`src/rtl/mcp_pkg.sv`:
```
// package of constants and types for the 16-bit math coprocessor
// Function
// - multiply or divide, signed or unsigned, optional accumulate
// - operation runs on its own once started
// - five host readable and writable registers
// - data registers hold integers, radix after bit 0
// - operand a is multiplicand or divisor
// - operand b is multiplier, takes division remainder
// - accumulator halves hold product, numerator, quotient
// - fractional numerator in low half excludes sign
// - fractional divide moves low half, quotient, remainder
// - signed values use two's complement encoding
// - accumulator 32 bits at 0x40-0x43, msb first
// - control bits mode, divide, accumulate, compensation, trigger
// - mode bit selects unsigned or signed registers
// - flag register reports last operation status
// - trigger or operand write starts function
// - completion, zero divisor, overflow flags, write-one clears
// - sign flag read-only, zero remainder flag
// - operands 16 bits at 0x45 and 0x47
package mcp_pkg;
    localparam logic [7:0] ADDR_C3 = 8'h40;
    localparam logic [7:0] ADDR_C2 = 8'h41;
    localparam logic [7:0] ADDR_C1 = 8'h42;
    localparam logic [7:0] ADDR_C0 = 8'h43;
    localparam logic [7:0] ADDR_CTRL = 8'h44;
    localparam logic [7:0] ADDR_A_HI = 8'h45;
    localparam logic [7:0] ADDR_A_LO = 8'h46;
    localparam logic [7:0] ADDR_B_HI = 8'h47;
    localparam logic [7:0] ADDR_B_LO = 8'h48;
    localparam logic [7:0] ADDR_FLAG = 8'h49;
    localparam int CTRL_SIGN_BIT = 7;
    localparam int CTRL_DIV_BIT = 6;
    localparam int CTRL_ACC_BIT = 5;
    localparam int CTRL_COMP_BIT = 4;
    localparam int CTRL_TRIG_BIT = 3;
    localparam int FLAG_NEG_BIT = 7;
    localparam int FLAG_RZ_BIT = 6;
    localparam int FLAG_OVF_BIT = 2;
    localparam int FLAG_DZ_BIT = 1;
    localparam int FLAG_DONE_BIT = 0;
    localparam logic [7:0] CTRL_RESET = 8'h00;
    localparam logic [7:0] FLAG_RESET = 8'h00;
    localparam logic [7:0] CTRL_WMASK = 8'hF0;
    localparam logic [5:0] DIV_STEPS = 6'h20;

    typedef struct packed {
        logic sel;
        logic wr;
        logic [7:0] addr;
        logic [7:0] wdata;
    } mcp_bus_t;

    typedef enum logic [1:0] {
        MCP_IDLE,
        MCP_MUL,
        MCP_DSTART,
        MCP_DRUN
    } mcp_state_t;
endpackage

```
`src/rtl/mcp_divider.sv`:
```
// unsigned 32 by 16 restoring divider
`timescale 1ns/1ps
module mcp_divider (
    input wire logic clock,
    input wire logic sys_rst,
    input wire logic clk_en,
    input wire logic start,
    input wire logic [31:0] num,
    input wire logic [15:0] den,
    output logic done,
    output logic [31:0] quo,
    output logic [15:0] rem
);
    import mcp_pkg::*;

    logic [31:0] next_quo;
    logic [16:0] rem_w;
    logic [16:0] next_rem_w;
    logic [15:0] den_q;
    logic [15:0] next_den_q;
    logic [5:0] count;
    logic [5:0] next_count;
    logic next_done;
    logic [16:0] trial;

    ////////////////////////////////////////////////////////////////////////
    always_comb begin
        next_quo = quo;
        next_rem_w = rem_w;
        next_den_q = den_q;
        next_count = count;
        next_done = 1'b0;
        trial = {rem_w[15:0], quo[31]};
        if (start) begin
            next_quo = num;
            next_rem_w = 17'h00000;
            next_den_q = den;
            next_count = DIV_STEPS;
        end else if (count != 6'h00) begin
            if (trial >= {1'b0, den_q}) begin
                next_rem_w = trial - {1'b0, den_q};
                next_quo = {quo[30:0], 1'b1};
            end else begin
                next_rem_w = trial;
                next_quo = {quo[30:0], 1'b0};
            end
            next_count = count - 6'h01;
            next_done = (count == 6'h01);
        end
    end

    always_ff @(posedge clock or posedge sys_rst) begin
        if (sys_rst) begin
            quo <= 32'h00000000;
            rem_w <= 17'h00000;
            den_q <= 16'h0000;
            count <= 6'h00;
            done <= 1'b0;
        end else if (clk_en) begin
            quo <= next_quo;
            rem_w <= next_rem_w;
            den_q <= next_den_q;
            count <= next_count;
            done <= next_done;
        end
    end

    assign rem = rem_w[15:0];
endmodule // mcp_divider

```
`src/rtl/mcp_coproc.sv`:
```
// 16-bit math coprocessor with byte register port
`timescale 1ns/1ps
module mcp_coproc (
    input wire logic clock,
    input wire logic sys_rst,
    input wire logic clk_en,
    input wire mcp_pkg::mcp_bus_t bus,
    output logic [7:0] rdata,
    output logic busy
);
    import mcp_pkg::*;

    function automatic logic [31:0] mag32(input logic [31:0] v, input logic s);
        mag32 = (s && v[31]) ? (32'h00000000 - v) : v;
    endfunction

    function automatic logic [31:0] neg_if(input logic [31:0] v, input logic n);
        neg_if = n ? (32'h00000000 - v) : v;
    endfunction

    mcp_state_t state, next_state;
    logic [15:0] a_reg, next_a;
    logic [15:0] b_reg, next_b;
    logic [31:0] c_reg, next_c;
    logic [7:0] ctrl, next_ctrl;
    logic [7:0] flag, next_flag;
    logic [7:0] next_rdata;
    logic wr;
    logic [7:0] mode;
    logic trig, start_mul, start_div;
    logic div_start, div_done;
    logic [31:0] div_num, div_quo;
    logic [15:0] div_rem;
    logic sg;
    logic [31:0] prod;
    logic [32:0] usum;
    logic [31:0] q_s, r_s, a_mag;
    logic q_neg, n_neg;
    logic [7:0] fset, fclr;

    ////////////////////////////////////////////////////////////////////////
    // operand selection for the divider
    assign sg = ctrl[CTRL_SIGN_BIT];
    assign a_mag = mag32({{16{a_reg[15]}}, a_reg}, sg);
    assign div_num = ctrl[CTRL_ACC_BIT] ? {1'b0, c_reg[14:0], 16'h0000} : mag32(c_reg, sg);
    assign div_start = (state == MCP_DSTART);

    mcp_divider u_div (
        .clock(clock),
        .sys_rst(sys_rst),
        .clk_en(clk_en),
        .start(div_start),
        .num(div_num),
        .den(a_mag[15:0]),
        .done(div_done),
        .quo(div_quo),
        .rem(div_rem)
    );

    ////////////////////////////////////////////////////////////////////////
    // arithmetic
    always_comb begin
        if (sg) begin
            prod = 32'($signed(a_reg) * $signed(b_reg));
        end else begin
            prod = {16'h0000, a_reg} * {16'h0000, b_reg};
        end
        usum = {1'b0, c_reg} + {1'b0, prod};
        n_neg = sg && !ctrl[CTRL_ACC_BIT] && c_reg[31];
        q_neg = sg && (a_reg[15] != (ctrl[CTRL_ACC_BIT] ? 1'b0 : c_reg[31]));
        q_s = neg_if(div_quo, q_neg);
        r_s = neg_if({16'h0000, div_rem}, n_neg);
        if (sg && ctrl[CTRL_COMP_BIT] && q_neg && (div_rem != 16'h0000)) begin
            q_s = q_s - 32'h00000001;
            r_s = a_mag - {16'h0000, div_rem};
        end
    end

    ////////////////////////////////////////////////////////////////////////
    // register port, sequencing and flags
    always_comb begin
        next_state = state;
        next_a = a_reg;
        next_b = b_reg;
        next_c = c_reg;
        next_ctrl = ctrl;
        fset = 8'h00;
        fclr = 8'h00;
        wr = bus.sel && bus.wr;
        trig = wr && (bus.addr == ADDR_CTRL) && bus.wdata[CTRL_TRIG_BIT];
        mode = trig ? bus.wdata : ctrl;
        if (wr) begin
            case (bus.addr)
                ADDR_C3: next_c[31:24] = bus.wdata;
                ADDR_C2: next_c[23:16] = bus.wdata;
                ADDR_C1: next_c[15:8] = bus.wdata;
                ADDR_C0: next_c[7:0] = bus.wdata;
                ADDR_CTRL: next_ctrl = bus.wdata & CTRL_WMASK;
                ADDR_A_HI: next_a[15:8] = bus.wdata;
                ADDR_A_LO: next_a[7:0] = bus.wdata;
                ADDR_B_HI: next_b[15:8] = bus.wdata;
                ADDR_B_LO: next_b[7:0] = bus.wdata;
                ADDR_FLAG: fclr = bus.wdata & 8'h07;
                default: ;
            endcase
        end
        start_mul = !mode[CTRL_DIV_BIT] && (trig || (wr && bus.addr == ADDR_B_LO));
        start_div = mode[CTRL_DIV_BIT] && (trig || (wr && bus.addr == ADDR_A_LO
                    && !mode[CTRL_ACC_BIT]));
        case (state)
            MCP_IDLE: begin
                if (start_mul) begin
                    next_state = MCP_MUL;
                end else if (start_div) begin
                    next_state = MCP_DSTART;
                end
            end
            MCP_MUL: begin
                next_state = MCP_IDLE;
                fset[FLAG_DONE_BIT] = 1'b1;
                if (ctrl[CTRL_ACC_BIT]) begin
                    next_c = usum[31:0];
                    if (sg) begin
                        fset[FLAG_OVF_BIT] = (c_reg[31] == prod[31]) && (usum[31] != c_reg[31]);
                    end else begin
                        fset[FLAG_OVF_BIT] = usum[32];
                    end
                    fset[FLAG_NEG_BIT] = sg && usum[31];
                end else begin
                    next_c = prod;
                    fset[FLAG_NEG_BIT] = sg && prod[31];
                end
            end
            MCP_DSTART: begin
                if (a_reg == 16'h0000) begin
                    next_state = MCP_IDLE;
                    fset[FLAG_DZ_BIT] = 1'b1;
                    fset[FLAG_DONE_BIT] = 1'b1;
                end else begin
                    next_state = MCP_DRUN;
                end
            end
            MCP_DRUN: begin
                if (div_done) begin
                    next_state = MCP_IDLE;
                    fset[FLAG_DONE_BIT] = 1'b1;
                    fset[FLAG_RZ_BIT] = (div_rem == 16'h0000);
                    next_b = r_s[15:0];
                    if (ctrl[CTRL_ACC_BIT]) begin
                        next_c = {c_reg[15:0], q_s[15:0]};
                        fset[FLAG_OVF_BIT] = (div_quo[31:16] != 16'h0000);
                        fset[FLAG_NEG_BIT] = sg && q_s[15];
                    end else begin
                        next_c = q_s;
                        fset[FLAG_NEG_BIT] = sg && q_s[31];
                    end
                end
            end
            default: next_state = MCP_IDLE;
        endcase
        if (fset[FLAG_DONE_BIT]) begin
            next_flag = (flag & ~fclr & 8'h07) | fset;
        end else begin
            next_flag = flag & ~fclr;
        end
    end

    always_comb begin
        case (bus.addr)
            ADDR_C3: next_rdata = c_reg[31:24];
            ADDR_C2: next_rdata = c_reg[23:16];
            ADDR_C1: next_rdata = c_reg[15:8];
            ADDR_C0: next_rdata = c_reg[7:0];
            ADDR_CTRL: next_rdata = ctrl & CTRL_WMASK;
            ADDR_A_HI: next_rdata = a_reg[15:8];
            ADDR_A_LO: next_rdata = a_reg[7:0];
            ADDR_B_HI: next_rdata = b_reg[15:8];
            ADDR_B_LO: next_rdata = b_reg[7:0];
            ADDR_FLAG: next_rdata = flag;
            default: next_rdata = 8'h00;
        endcase
    end

    // data registers keep their power-up content through reset
    always_ff @(posedge clock) begin
        if (clk_en) begin
            a_reg <= next_a;
            b_reg <= next_b;
            c_reg <= next_c;
        end
    end

    always_ff @(posedge clock or posedge sys_rst) begin
        if (sys_rst) begin
            state <= MCP_IDLE;
            ctrl <= CTRL_RESET;
            flag <= FLAG_RESET;
            rdata <= 8'h00;
        end else if (clk_en) begin
            state <= next_state;
            ctrl <= next_ctrl;
            flag <= next_flag;
            rdata <= next_rdata;
        end
    end

    assign busy = (state != MCP_IDLE);
endmodule // mcp_coproc

```
`config.mk`:
```
export PLATFORM = sky130hd
export DESIGN_NAME = mcp_coproc
export DESIGN_NICKNAME = d
export VERILOG_FILES = /design/src/rtl/mcp_pkg.sv /design/src/rtl/mcp_divider.sv /design/src/rtl/mcp_coproc.sv
export SDC_FILE = /design/constraint.sdc
export NUM_CORES = 2
export LEC_CHECK = 0
export BUFFER_PORTS_ARGS = -buffer_cell sky130_fd_sc_hd__buf_2
export CAP_MARGIN = 40
export CORE_ASPECT_RATIO = 0.75
export CORE_UTILIZATION = 56
export DETAILED_ROUTE_END_ITERATION = 8
export GPL_TIMING_DRIVEN = 0
export PLACE_DENSITY_LB_ADDON = 0.25
export SYNTH_ARGS = -nofsm -noshare
export SYNTH_HDL_FRONTEND = slang
export SYNTH_SLANG_ARGS = --single-unit
```
`constraint.sdc`:
```
create_clock -name clock -period 11.8 [get_ports clock]
set_clock_uncertainty 0.05 [all_clocks]
set_input_delay 1.18 -clock clock [delete_from_list [all_inputs] [get_ports clock]]
set_output_delay 1.18 -clock clock [all_outputs]
set_load 0.005 [all_outputs]
```
==> run summary <==
outcome -> completed
GRT overflow -> 0
WL per Instance -> 23.8 µm
EDFF count, synth -> 64
FF/Latch Area -> 4170 µm²
post-CTS setup buffers -> 0
fin cells -> 4253
Port Buf Inserts -> 29
post-synth design cell area -> 29400 µm²
placeable core region -> 51700 µm²
routed wire length -> 101 mm
detailed-route DRC error count -> 0
WP data arrival -> 11.24 ns
Net Sw Power -> 5.16 mW
CTS Hold Bufs -> 0
H-Tree Depth -> 4
max-cap viol count -> 0
critical path capture point type -> flop
most frequent cells in the layout -> inv_1 (562), fa_1 (367), nand2_1 (356)
Num CTS Buffers -> 17
r2r setup slk -> 0.70 ns
Pint -> 4.03 mW
sw frac -> 56.2%
Cell Pwr Density -> 294 nW/µm²
CTS tree -> done
final HPWL from detailed placement -> 82.7 mm
area share of the largest cell type after synthesis -> 25.0%
Layout area overhead -> 6.36%
DP Area -> 30700 µm²
logic gate share of total power -> 85.3%
Multi-input gate area -> 22400 µm²
Layout fillers -> 4690
Routed Antenna Nets -> 0
commonest non-fill, non-tap cell in the layout -> inv_1
Distinct cells, synth -> 91
Synth area leaders -> fa_1 (25%), ha_1 (9.5%), dfrtp_1 (7.7%)
Async SR Flop Fraction -> 58.4%
register bit total from synthesis -> 154
initial antenna violation count -> 4
Final min period -> 11.10 ns
num rows -> 72
CP startpoint kind -> flop
post-cts resize count -> 0
Top Ports -> 30
Worst-path clk slew -> 0.08 ns
Tcrit/Tclk final -> 94.1%
NumNets Final -> 4143
RSZ-0062 raised after global routing -> false
Max clock buf depth -> 2
gr usage total -> 38.8%
pin count of the biggest net entering global routing -> 54
share of cells above drive strength 1 -> 4.18%
via/cell ratio -> 6.19
CP peak stage delay -> 0.69 ns
initial drt markers -> 3444
min-delay worst type -> flop to flop
post-route cell area -> 31200 µm²
final hold violations -> 0
ys flop type -> dfrtp_1
TNS Setup -> 0 ns
Starting Density -> 56.8%
Slew @ Worst Pin -> 0.953 ns
Die Span Y -> 200 µm
routability congestion estimate -> 1.05
Pwr Total -> 9.19 mW
Flop pwr share -> 8.6%
Post-Syn Nets -> 4074
register area share after synthesis -> 14.2%
clk sink count -> 154
Final Max Slew Viols -> 0
critical path required time -> 11.93 ns
Slowest cell on crit path -> a311oi_1
leading area contributor after synthesis -> fa_1
Yosys warnings -> 0
DR vias -> 26300
die outline width -> 266 µm
Max VDD drop -> 0.314 mV
Syn Inst Count -> 3462
first-pass GRT wire length -> 155 mm
root buffer cell -> clkbuf_16
Clock power frac -> 6.1%
CP dominant cell by count -> fa_1
static leakage -> 14.3 nW
final hold slack -> 0.444 ns
dpl cells -> 4214
first drt pass iteration count -> 6
Die ar. -> 53400 µm²
fmax -> 0.0901 GHz
Avg Cell Area, Syn -> 8.49 µm²
Slew HR -> 34.6%
Setup violations, final -> 0
critical path peak fanout -> 10
vias in the first global route -> 25200
worst skew pair latency -> 0.47 ns
crit path kind -> flop to flop
cells by family after synthesis:
logic type      share of synthesized area (%)
flops                                    14.2
simple gates                             16.2
xor+xnor                                 6.26
compound gates                           15.7
mux                                      3.64
fa+ha+maj                                34.5
buf+inv                                  9.47
critical path, delay by kind of cell, from the launching register on:
kind | cells | cell delay (ns)
AO/OA/AOI/OAI | 8 | 2.80
AND/OR/NAND/NOR | 6 | 1.31
buffers and inverters | 6 | 2.17
flip-flops | 1 | 0.54
XOR/XNOR | 1 | 0.13
adder cells (fa/ha/maj) | 8 | 3.78
area by class of cell:
cell class	instances	area share, %
diodes	6	0.0481
multi-input cells	2574	71.8
clock buffers	17	1.36
inverters	566	6.81
plain buffers	168	2.10
well taps	703	2.82
repair buffers	50	1.31
clock inverters	15	0.424
flip-flops and latches	154	13.4
synthesized netlist by cell type (all sizes together) (72+ instances only):
library cell,instances
inv,563
fa,367
nand2,356
ha,224
nor2,182
a21oi,177
o21ai,156
clkbuf,144
xnor2,140
and2,132
dfrtp,90
mux2i,72
final timing paths:
kind,startpoint,to,cells past startpoint
max,a_reg[15]$_DFFE_PP_,c_reg[31]$_DFFE_PP_,29
min,u_div.den_q[0]$_DFFE_PP0P_,u_div.den_q[0]$_DFFE_PP0P_,2
max reg2reg,a_reg[15]$_DFFE_PP_,c_reg[31]$_DFFE_PP_,29
min reg2reg,u_div.den_q[0]$_DFFE_PP0P_,u_div.den_q[0]$_DFFE_PP0P_,2
max in group asynchronous,sys_rst,u_div.den_q[8]$_DFFE_PP0P_,3
min in group asynchronous,sys_rst,rdata[3]$_DFFE_PP0P_,2
metrics by stage:
step	utilization, %	worst slack [ns]
after floorplan	-	3.40
after global placement	58.8	1.01
after detailed placement	59.3	1.08
after CTS	60.4	1.08
after global routing	60.4	0.391
final	60.4	0.698
power by group through the flow:
stage,registers [mW],clock network (mW),logic (mW)
after floorplan,0.753,0,5.61
after global placement,0.797,0,7.52
after detailed placement,0.797,0,7.54
after CTS,0.787,0.560,7.59
after global routing,0.806,0.582,8.55
final,0.792,0.562,7.84
layer usage:
metal,up-vias,GRT usage (%),routed length (µm)
met3,213,11.5,13500
li1,11700,-,-
met4,4,12.3,3170
met5,-,0,28
met1,12800,57.8,43900
met2,1608,53.7,40800
Power figures use the tool's default switching activity.
